$ cat src/hbc_pkg.sv
// Purpose: Constants for the H-bridge control and protection block.
// Assumes: 40 MHz core clock; comparator and pin inputs arrive asynchronously.
// Notes: Timing figures are kept in their own units and converted to cycles here.
package hbc_pkg;
  localparam int CLK_FREQ_MHZ = 40;
  localparam int CLK_PERIOD_NS = 25;
  localparam int EN_DEGLITCH_NS = 150;
  localparam int EN_DEGLITCH_CYC = (EN_DEGLITCH_NS + CLK_PERIOD_NS - 1) / CLK_PERIOD_NS;
  localparam int OC_DEGLITCH_NS = 1000;
  localparam int OC_DEGLITCH_CYC = (OC_DEGLITCH_NS + CLK_PERIOD_NS - 1) / CLK_PERIOD_NS;
  localparam int DETECT_TIME_US = 300;
  localparam int DETECT_CYC = DETECT_TIME_US * CLK_FREQ_MHZ;
  localparam int START_DELAY_US = 230;
  localparam int START_DELAY_CYC = START_DELAY_US * CLK_FREQ_MHZ;
  localparam int OFF_TIME_MS = 1;
  localparam int OFF_TIME_CYC = OFF_TIME_MS * 1000 * CLK_FREQ_MHZ;
  localparam int RETRY_TIME_MS = 1;
  localparam int RETRY_TIME_CYC = RETRY_TIME_MS * 1000 * CLK_FREQ_MHZ;
  // Synchroniser lane positions
  localparam int SY_EN = 0;
  localparam int SY_CTRL_A = 1;
  localparam int SY_CTRL_B = 2;
  localparam int SY_TRIP = 3;
  localparam int SY_OC = 4;
  localparam int SY_OV = 5;
  localparam int SY_OT = 6;
  localparam int SY_VLOW = 7;
  localparam int SY_VOK = 8;
  localparam int SY_TRIP_SETTING_PIN = 9;
  localparam int SY_W = 10;
  // Register map (byte addresses)
  localparam logic [7:0] REG_CTRL = 8'h00;
  localparam logic [7:0] REG_STATUS = 8'h04;
  localparam logic [7:0] REG_TRIPCNT = 8'h08;
  localparam int CTRL_SOFT_DIS = 0;
  localparam logic CTRL_RESET = 1'h0;
  localparam int ST_STATE_LSB = 0;
  localparam int ST_EN = 3;
  localparam int ST_UV = 4;
  localparam int ST_OV = 5;
  localparam int ST_OT = 6;
  localparam int ST_FAULT = 7;
  localparam int ST_TRIP_LOW = 8;
  localparam int ST_FIRST_DONE = 9;
  localparam logic [1:0] RESP_OKAY = 2'h0;
  localparam logic [1:0] RESP_SLVERR = 2'h2;
  typedef enum logic [2:0] {
    ST_OFF = 3'b000,
    ST_START = 3'b001,
    ST_RUN = 3'b010,
    ST_TRIP = 3'b011,
    ST_OCP = 3'b100
  } hbc_state_e;
endpackage : hbc_pkg

$ cat src/hbc_top.sv
// Purpose: Control and protection logic for a two half-bridge motor driver.
// Assumes: Analog thresholds arrive as comparator levels; AXI4-Lite master on same clock.
// Notes: Each half-bridge output is a level plus drive enable; no enable means Z.
//
// Our own choices: the register offsets and the AXI4-Lite register port.
`timescale 1ns/100ps
`default_nettype none
module hbc_top
  import hbc_pkg::*;
#(
  // Spans are cycle counts so a bench may shorten them
  parameter int unsigned START_CYC = START_DELAY_CYC,
  parameter int unsigned DETECT_WIN_CYC = DETECT_CYC,
  parameter int unsigned OFF_CYC = OFF_TIME_CYC,
  parameter int unsigned RETRY_CYC = RETRY_TIME_CYC
) (
  input wire logic CORE_CLK_IN, // 40 MHz core clock
  input wire logic RST_N_IN, // Synchronous reset, active low
  input wire logic CLK_EN_IN, // Freezes all state while low
  input wire logic ENABLE_IN, // Device enable pin
  input wire logic BRIDGE_CTRL_A_IN, // Output A control pin
  input wire logic BRIDGE_CTRL_B_IN, // Output B control pin
  input wire logic TRIP_THRESHOLD_HIT_IN, // Sense feedback reached trip threshold
  input wire logic OVERCURRENT_LEVEL_IN, // Transistor current above over-current level
  input wire logic OVERVOLTAGE_PROTECT_IN, // Input supply above over-voltage threshold
  input wire logic OVERTEMP_IN, // Die over-temperature indication
  input wire logic SUPPLY_BELOW_OFF_IN, // Internal supply below 4.8V
  input wire logic SUPPLY_ABOVE_ON_IN, // Internal supply above 5.1V
  input wire logic TRIP_SETTING_PIN_IN, // High when a setting resistor is detected
  output logic BRIDGE_OUT_A_OUT, // Output A level when driven
  output logic BRIDGE_OUT_A_OE_OUT, // Output A driven; low means Z
  output logic BRIDGE_OUT_B_OUT, // Output B level when driven
  output logic BRIDGE_OUT_B_OE_OUT, // Output B driven; low means Z
  output logic FAULT_FLAG_N_OUT, // Open-drain fault flag level (always 0)
  output logic FAULT_FLAG_N_OE_OUT, // High while pulling the fault flag low
  output logic TRIP_THRESHOLD_LOW_OUT, // Selects reduced trip threshold
  input wire logic [7:0] S_AXI_AWADDR, // Write address
  input wire logic S_AXI_AWVALID, // Write address valid
  output logic S_AXI_AWREADY, // Write address ready
  input wire logic [31:0] S_AXI_WDATA, // Write data
  input wire logic [3:0] S_AXI_WSTRB, // Write byte strobes
  input wire logic S_AXI_WVALID, // Write data valid
  output logic S_AXI_WREADY, // Write data ready
  output logic [1:0] S_AXI_BRESP, // Write response
  output logic S_AXI_BVALID, // Write response valid
  input wire logic S_AXI_BREADY, // Write response ready
  input wire logic [7:0] S_AXI_ARADDR, // Read address
  input wire logic S_AXI_ARVALID, // Read address valid
  output logic S_AXI_ARREADY, // Read address ready
  output logic [31:0] S_AXI_RDATA, // Read data
  output logic [1:0] S_AXI_RRESP, // Read response
  output logic S_AXI_RVALID, // Read data valid
  input wire logic S_AXI_RREADY // Read data ready
);

  // All state lives in one word: one process fills next_r, one registers it
  typedef struct packed {
    logic [SY_W-1:0] sync1;
    logic [SY_W-1:0] sync2;
    logic en_filt;
    logic [2:0] en_cnt;
    hbc_state_e state;
    logic [15:0] tmr;
    logic [7:0] oc_cnt;
    logic uv;
    logic first_done;
    logic trip_low;
    logic out_a;
    logic out_a_oe;
    logic out_b;
    logic out_b_oe;
    logic fault_oe;
    logic soft_dis;
    logic [15:0] trip_count;
    logic aw_got;
    logic w_got;
    logic [7:0] aw_addr;
    logic [31:0] w_data;
    logic [3:0] w_strb;
    logic bvalid;
    logic [1:0] bresp;
    logic rvalid;
    logic [31:0] rdata;
    logic [1:0] rresp;
  } hbc_regs_s;

  hbc_regs_s r;
  hbc_regs_s next_r;

  logic [SY_W-1:0] raw_in;
  logic en_s;
  logic ctrl_a_s;
  logic ctrl_b_s;
  logic trip_s;
  logic oc_s;
  logic ov_s;
  logic ot_s;
  logic drive_ok;
  logic fault_act;
  logic trip_event;
  logic wr_fire;
  logic [31:0] status_word;

  // Undriven control pins read low through the on-pin pulldown
  assign raw_in = {TRIP_SETTING_PIN_IN, SUPPLY_ABOVE_ON_IN, SUPPLY_BELOW_OFF_IN,
                   OVERTEMP_IN, OVERVOLTAGE_PROTECT_IN, OVERCURRENT_LEVEL_IN,
                   TRIP_THRESHOLD_HIT_IN, BRIDGE_CTRL_B_IN, BRIDGE_CTRL_A_IN, ENABLE_IN};

  assign en_s = r.sync2[SY_EN];
  assign ctrl_a_s = r.sync2[SY_CTRL_A];
  assign ctrl_b_s = r.sync2[SY_CTRL_B];
  assign trip_s = r.sync2[SY_TRIP];
  assign oc_s = r.sync2[SY_OC];
  assign ov_s = r.sync2[SY_OV];
  assign ot_s = r.sync2[SY_OT];

  // Ready outputs are combinational so a request is taken in the cycle it appears;
  // they drop while the clock enable is low, since no state may move then.

  assign S_AXI_AWREADY = CLK_EN_IN && !r.aw_got && !r.bvalid;
  assign S_AXI_WREADY = CLK_EN_IN && !r.w_got && !r.bvalid;
  assign S_AXI_ARREADY = CLK_EN_IN && !r.rvalid;

  // Status is a live view; over-voltage and over-temperature come from the synchronisers
  always_comb begin
    status_word = 32'h0000_0000;
    status_word[ST_STATE_LSB +: 3] = r.state;
    status_word[ST_EN] = r.en_filt;
    status_word[ST_UV] = r.uv;
    status_word[ST_OV] = ov_s;
    status_word[ST_OT] = ot_s;
    status_word[ST_FAULT] = r.fault_oe;
    status_word[ST_TRIP_LOW] = r.trip_low;
    status_word[ST_FIRST_DONE] = r.first_done;
  end

  always_comb begin
    next_r = r;
    drive_ok = 1'b0;
    fault_act = 1'b0;
    trip_event = 1'b0;
    wr_fire = 1'b0;

    // Two-stage synchronisers; stage one feeds stage two only
    next_r.sync1 = raw_in;
    next_r.sync2 = r.sync1;

    // Enable deglitch: a change must persist before it is accepted
    if (en_s == r.en_filt) begin
      next_r.en_cnt = 3'h0;
    end else if (r.en_cnt == 3'(EN_DEGLITCH_CYC - 1)) begin
      next_r.en_filt = en_s;
      next_r.en_cnt = 3'h0;
    end else begin
      next_r.en_cnt = r.en_cnt + 3'h1;
    end

    // Supply lockout with hysteresis between the two comparators
    if (r.sync2[SY_VLOW]) begin
      next_r.uv = 1'b1;
    end else if (r.sync2[SY_VOK]) begin
      next_r.uv = 1'b0;
    end


    // One shared down-counter times start-up, off time and retry; only one runs at once
    if (r.tmr != 16'h0000) begin
      next_r.tmr = r.tmr - 16'h0001;
    end


    // Sequencer: OFF waits for enable, START holds the bridge off, RUN drives it,
    // TRIP and OVERCURRENT_PROTECT hold it off for their own spans before returning to RUN.
    unique case (r.state)
      ST_OFF: begin
        if (r.en_filt && !r.uv) begin
          next_r.state = ST_START;
          // Resistor detection only on the very first start
          next_r.tmr = r.first_done ? 16'(START_CYC) : 16'(DETECT_WIN_CYC);
        end
      end
      ST_START: begin
        if (r.tmr <= 16'h0001) begin
          next_r.state = ST_RUN;
          if (!r.first_done) begin
            next_r.first_done = 1'b1;
            next_r.trip_low = r.sync2[SY_TRIP_SETTING_PIN];
          end
        end
      end
      ST_RUN: begin
        if (trip_s) begin
          next_r.state = ST_TRIP;
          next_r.tmr = 16'(OFF_CYC);
          trip_event = 1'b1;
        end else if (r.oc_cnt == 8'(OC_DEGLITCH_CYC - 1) && oc_s) begin
          next_r.state = ST_OCP;
          next_r.tmr = 16'(RETRY_CYC);
        end
      end
      ST_TRIP: begin
        if (r.tmr <= 16'h0001) begin
          next_r.state = ST_RUN;
        end
      end
      ST_OCP: begin
        if (r.tmr <= 16'h0001) begin
          next_r.state = ST_RUN;
        end
      end
      default: begin
        next_r.state = ST_OFF;
      end
    endcase


    // Over-current persistence counter runs only in the RUN state
    // A trip in the same cycle wins, so the count restarts after the off time
    if (r.state == ST_RUN && oc_s && next_r.state == ST_RUN) begin
      next_r.oc_cnt = r.oc_cnt + 8'h01;
    end else begin
      next_r.oc_cnt = 8'h00;
    end


    // Supply loss is a power reset: restart from the start-up wait
    if (r.uv) begin
      next_r.state = ST_OFF;
      next_r.tmr = 16'h0000;
    end
    // Enable low is shutdown and overrides everything
    if (!r.en_filt) begin
      next_r.state = ST_OFF;
      next_r.tmr = 16'h0000;
    end


    // Outputs are registered, so a control change shows three cycles after the pin:
    // two synchroniser stages and the output register.
    // Levels follow control inputs for as long as held, no refresh
    drive_ok = (r.state == ST_RUN) && !ov_s && !ot_s && !r.soft_dis;
    next_r.out_a = drive_ok && ctrl_a_s;
    next_r.out_b = drive_ok && ctrl_b_s;
    next_r.out_a_oe = drive_ok;
    next_r.out_b_oe = drive_ok;


    // Supply lockout leaves the flag released; it is a power reset, not a fault.
    // Flag pulls low for any active protection while enabled, released otherwise
    fault_act = r.en_filt &&
                (r.state == ST_TRIP || r.state == ST_OCP || ov_s || ot_s);
    next_r.fault_oe = fault_act;


    // Writes hold one request: AWREADY and WREADY stay low until the response is taken
    // Register bus: address and data are taken in either order
    if (S_AXI_AWVALID && S_AXI_AWREADY) begin
      next_r.aw_got = 1'b1;
      next_r.aw_addr = S_AXI_AWADDR;
    end
    if (S_AXI_WVALID && S_AXI_WREADY) begin
      next_r.w_got = 1'b1;
      next_r.w_data = S_AXI_WDATA;
      next_r.w_strb = S_AXI_WSTRB;
    end
    if (r.aw_got && r.w_got) begin
      wr_fire = 1'b1;
      next_r.aw_got = 1'b0;
      next_r.w_got = 1'b0;
      next_r.bvalid = 1'b1;
      next_r.bresp = RESP_OKAY;
      unique case (r.aw_addr)
        REG_CTRL: begin
          if (r.w_strb[0]) begin
            next_r.soft_dis = r.w_data[CTRL_SOFT_DIS];
          end
        end
        REG_STATUS: begin
        end
        REG_TRIPCNT: begin
          next_r.trip_count = 16'h0000;
        end
        default: begin
          next_r.bresp = RESP_SLVERR;
        end
      endcase
    end else if (r.bvalid && S_AXI_BREADY) begin
      next_r.bvalid = 1'b0;
    end


    // Trip counter: a trip in the clearing cycle still counts
    if (trip_event) begin
      if (wr_fire && r.aw_addr == REG_TRIPCNT) begin
        next_r.trip_count = 16'h0001;
      end else if (r.trip_count != 16'hFFFF) begin
        next_r.trip_count = r.trip_count + 16'h0001;
      end
    end


    // Read data is captured at acceptance and held until RREADY
    if (S_AXI_ARVALID && S_AXI_ARREADY) begin
      next_r.rvalid = 1'b1;
      next_r.rresp = RESP_OKAY;
      unique case (S_AXI_ARADDR)
        REG_CTRL: next_r.rdata = {31'h0000_0000, r.soft_dis};
        REG_STATUS: next_r.rdata = status_word;
        REG_TRIPCNT: next_r.rdata = {16'h0000, r.trip_count};
        default: begin
          next_r.rdata = 32'h0000_0000;
          next_r.rresp = RESP_SLVERR;
        end
      endcase
    end else if (r.rvalid && S_AXI_RREADY) begin
      next_r.rvalid = 1'b0;
    end
  end

  // Reset clears the whole state; the clock enable freezes it as one word
  always_ff @(posedge CORE_CLK_IN) begin
    if (!RST_N_IN) begin
      r <= '0;
      r.state <= ST_OFF;
      r.soft_dis <= CTRL_RESET;
      r.bresp <= RESP_OKAY;
      r.rresp <= RESP_OKAY;
    end else if (CLK_EN_IN) begin
      r <= next_r;
    end
  end

  assign BRIDGE_OUT_A_OUT = r.out_a;
  assign BRIDGE_OUT_A_OE_OUT = r.out_a_oe;
  assign BRIDGE_OUT_B_OUT = r.out_b;
  assign BRIDGE_OUT_B_OE_OUT = r.out_b_oe;
  // Open drain: the level is always low, only the enable moves
  assign FAULT_FLAG_N_OUT = 1'b0;
  assign FAULT_FLAG_N_OE_OUT = r.fault_oe;
  assign TRIP_THRESHOLD_LOW_OUT = r.trip_low;
  assign S_AXI_BVALID = r.bvalid;
  assign S_AXI_BRESP = r.bresp;
  assign S_AXI_RVALID = r.rvalid;
  assign S_AXI_RDATA = r.rdata;
  assign S_AXI_RRESP = r.rresp;

endmodule : hbc_top
`default_nettype wire

$ cat config.mk
export PLATFORM = sky130hd
export DESIGN_NAME = hbc_top
export DESIGN_NICKNAME = d
export VERILOG_FILES = /design/src/hbc_pkg.sv /design/src/hbc_top.sv
export SDC_FILE = /design/constraint.sdc
export NUM_CORES = 1
export LEC_CHECK = 0
export ABC_AREA = 1
export CAP_MARGIN = 20
export CELL_PAD_IN_SITES_DETAIL_PLACEMENT = 2
export CELL_PAD_IN_SITES_GLOBAL_PLACEMENT = 2
export CORE_MARGIN = 2
export CORE_UTILIZATION = 30
export DETAILED_ROUTE_END_ITERATION = 8
export DONT_BUFFER_PORTS = 1
export HOLD_SLACK_MARGIN = 0.08
export MAX_ROUTING_LAYER = met4
export PLACE_DENSITY_LB_ADDON = 0.1
export SYNTH_ARGS = -nofsm -noshare
export SYNTH_HDL_FRONTEND = slang
export SYNTH_SLANG_ARGS = --single-unit
$ cat constraint.sdc
create_clock -name CORE_CLK_IN -period 4.15 [get_ports CORE_CLK_IN]
set_input_delay 1.0375 -clock CORE_CLK_IN [delete_from_list [all_inputs] [get_ports CORE_CLK_IN]]
set_output_delay 1.0375 -clock CORE_CLK_IN [all_outputs]
set_load 0.01 [all_outputs]
==> results.rst <==
.. list-table::
   :header-rows: 1

   * - Metric
     - Value
   * - Result of the run
     - finished clean
   * - Half-perimeter wire length after placement
     - ~13,000 µm
   * - First drt pass iteration count
     - 4
   * - Timing-limited maximum frequency
     - 366.0 MHz
   * - Slowest-stage cell, CP
     - nor3_1
   * - Part of the power in combinational logic
     - 5.5%
   * - Final hold slack
     - 0.4710 ns
   * - First-pass GRT wire length
     - about 29,000 µm
   * - Final Slew Violations
     - 0
   * - Nature of the critical path endpoint
     - primary output
   * - Number of nets still failing antenna checks after routing
     - 0
   * - Clock skew after layout
     - 0.009329 ns
   * - Total of cells resized after clock tree synthesis
     - 0
   * - Multiplexer fraction of the synthesized cell area
     - 0%
   * - Deepest level of the CTS H-tree
     - 3
   * - Startpoint type of the worst setup path
     - primary input
   * - Number of vias in the routed layout
     - 5,110
   * - Classification of the worst-slack hold path
     - flop to flop
   * - Pin count of the biggest net entering global routing
     - just under 50
   * - Via count normalized by instance count
     - 4.995
   * - TNS Setup
     - 0 ns
   * - Headroom to the max-slew limit
     - 59.97%
   * - Number of nets in the layout
     - 858
   * - Pleak
     - approximately 2.2 nW
   * - Mapped cell area
     - 0.005647 mm²
   * - Maximum capacitance violations
     - 0
   * - Internal Dissipation
     - around 1.6 mW
   * - Quantity of I/O buffers inserted on ports
     - 0
   * - Hold buffers post-CTS
     - 0
   * - Period utilization
     - 65.83%
   * - Main combinational cell family by area after synthesis
     - simple AND/OR/NAND/NOR gates
   * - Synthesized-area fraction occupied by adder cells
     - 0.8863%
   * - Synth unique cells
     - 43
   * - Critical Path Fanout Max
     - 35
   * - Top flip-flop cell by instance count after synthesis
     - dfxtp_1
   * - Setup Fix Bufs, Post-CTS
     - 0
   * - Die Span X
     - 141.2 µm
   * - Synth warn
     - 0
   * - Skew-Pair Late Insertion Delay
     - 0.37 ns
   * - Overall overflow remaining after global route
     - 0
   * - Num ports
     - 118
   * - Fillcell total
     - 2,222
   * - Overall routing resource usage
     - a little under a fifth
   * - Net switching fraction of the power
     - 26.35%
   * - Met1 Track Usage GR
     - around a quarter
   * - Standard cell core area
     - ~0.019 mm²
   * - Final WL
     - 17,450 µm
   * - Clock network fraction of design power
     - 44.2%
   * - Count of unresolved DRC violations after routing
     - 0
   * - Total inserted antenna cells
     - 0
   * - Global placer's final weighted congestion
     - 0.8054
   * - FF+latch count, synth
     - 107
   * - Async set-reset flop share out of synthesis
     - 0%
   * - Gate count after technology mapping
     - 817
   * - Total net switching power
     - 562.7 µW
   * - Initial DRC Count
     - about 160
   * - Die Footprint
     - 0.01994 mm²
   * - Critical Setup Path Class
     - primary input to primary output
   * - Buffers & Inverters on Critical Path
     - 1
   * - Simple-gate share of the synthesized area
     - 32.22%
   * - Global-route met2 utilization
     - 30.30%
   * - Min cycle time layout
     - between 2 and 3 ns
   * - Compound-cell area share of the yosys netlist
     - 14.54%
   * - Pwr per Cell Area
     - ~360 mW/mm²
   * - Post-layout instance count excluding filler cells
     - 1,023
   * - Wire length per cell
     - between 15 and 20 µm
   * - Peak supply drop
     - 0.1980 mV
   * - Setup slack after placement
     - around 1.3 ns
   * - Delay of the slowest cell on the worst path
     - ~0.5 ns
   * - Number of sinks driven by the clock tree
     - 107
   * - Placed instance count
     - 1,007
   * - WP data required
     - 3.11 ns
   * - Via count of the first global-routing pass
     - roughly 5,600
   * - Maximum clock insertion buffer count
     - 2
   * - Height of the die
     - 141.2 µm
   * - Total number of placement rows
     - 50
   * - Crit path arrival time
     - 1.69 ns
   * - Actual slew at the worst max-slew pin
     - roughly 0.6 ns
   * - Parity-gate share of the synthesized area counting xor and xnor cells
     - under 10%
   * - GR Layer Usage met3
     - 3.363%
   * - Fraction of final layout cells sized beyond drive strength 1
     - 9.506%
   * - Setup repair after global routing missed its margin
     - no
   * - Avg Synthesized Cell Area
     - between 6 and 7 µm²
   * - Area growth, synth to finish
     - 5.118%
   * - Register with the most flip-flops
     - r
   * - Layout Utilization
     - 31.95%
   * - GRT Max-Usage Layer
     - met2
   * - Worst path top cell family by delay
     - simple AND/OR/NAND/NOR gates
   * - Clock buffers created by TritonCTS
     - 9
   * - Clock transition at the register clock pins on the worst setup and hold paths after CTS
     - 0.08 ns
   * - Max FFs per register
     - 66
   * - TritonCTS clock tree
     - yes
   * - Post-synth EDFFs
     - 0
   * - Starting density of the core
     - 30.39%
   * - # setup viols final
     - 0
   * - Fraction of power consumed by sequential logic
     - 50.4%
   * - Number of antenna violations at the first check in global routing
     - 0
   * - Number of hold-slack violations in the final timing report
     - 0
   * - Root buffer cell
     - clkbuf_16
   * - Share of the yosys chip area belonging to registers
     - a little under two fifths
   * - Final worst-path setup slack
     - 1.418 ns
   * - Worst-path cell chain
     - inv_2 -> nor3_1
## per-stage QoR
| stage | area, µm² | power, mW |
|---|---|---|
| floorplan | 5714 | 1.213 |
| global placement | 5617 | 1.211 |
| detailed placement | 5617 | 1.218 |
| CTS | 5936 | 2.171 |
| global route | 5936 | 2.230 |
| finish | 5936 | 2.135 |
## worst reg2reg max path, delay by kind of cell (launching register included)
| family | cells | cell delay [ns] |
|---|---|---|
| compound gates | 2 | 0.29 |
| buf+inv | 1 | 0.50 |
| simple gates | 2 | 0.76 |
| flops | 1 | 0.39 |
## power groups by stage
stage                     clock network (mW)  registers (mW)  logic [mW]
after CTS                              0.976            1.08       0.119
final                                  0.943            1.08       0.117
after global placement                     0            1.10       0.112
after detailed placement                   0            1.10       0.118
after global routing                    1.01            1.08       0.136
after floorplan                            0            1.09       0.122
## cells in the mapped netlist, types with 8 or more instances
cell type    n  area, µm²
nand2_2      8      50.05
a21oi_1     69      345.3
nor2_1     117      439.2
nor2_2      19      118.9
nand4_1     12      75.07
inv_1       68      255.2
buf_4       40      300.3
o21ai_0     67      335.3
nand3_1     48      240.2
dfxtp_1    107       2142
buf_2        9      45.04
nor3_1      12      60.06
nand2_1    159      596.8
xor2_1       9      78.83
clkbuf_1    15      56.30
inv_2        9      33.78
## cells by family (layout without fill, tap and decap cells)
family / count (synthesis) / after routing
simple gates: 395 / 395
compound gates: 155 / 155
buf+inv: 143 / 97
flops: 107 / 107
xor+xnor: 12 / 12
fa+ha+maj: 4 / 4
other cells: 1 / 19
## cell type report
class / instances / area [µm²] / share of cell area, %
Clock buffer: 9 / 225.2 / 3.794
Clock inverter: 7 / 93.84 / 1.581
Inverter: 78 / 292.8 / 4.933
Multi-Input combinational cell: 585 / 2867 / 48.29
Sequential cell: 107 / 2142 / 36.09
Tap cell: 234 / 292.8 / 4.933
Timing Repair Buffer: 3 / 22.52 / 0.3794
## cell usage in the layout (no fill, tap or decap), drive strengths merged
cell type and n:
nand2 168, nor2 141, dfxtp 107, inv 80, o21ai 72, a21oi 69
nand3 50, conb 19, nor3 16, nand4 15, xor2 9, clkbuf 9
o21bai 4, ha 4, xnor2 3, buf 3, clkinv 3, o211ai 2
a31oi 2, a211oi 2, a311oi 1, and2 1, o21a 1, or2 1
nor4 1, a21boi 1, o211a 1, nand3b 1, nor3b 1, bufinv 1
clkinvlp 1
## per-layer routing
layer | wire, µm | share of wire (%)
met5 | 0 | 0
met4 | 292 | 1.7
met3 | 640 | 3.7
met2 | 8100 | 46
met1 | 8421 | 48
## final timing paths
check	from	to	slack [ns]	cells after the start
worst max-delay path	CLK_EN_IN	S_AXI_AWREADY	1.42	2
worst min register to register	r[148]	r[148]	0.47	2
worst min-delay path	r[148]	r[148]	0.47	2
worst max register to register	S_AXI_RVALID	S_AXI_RDATA[15]	2.15	5
No activity file was read; power rests on OpenSTA's default activity.
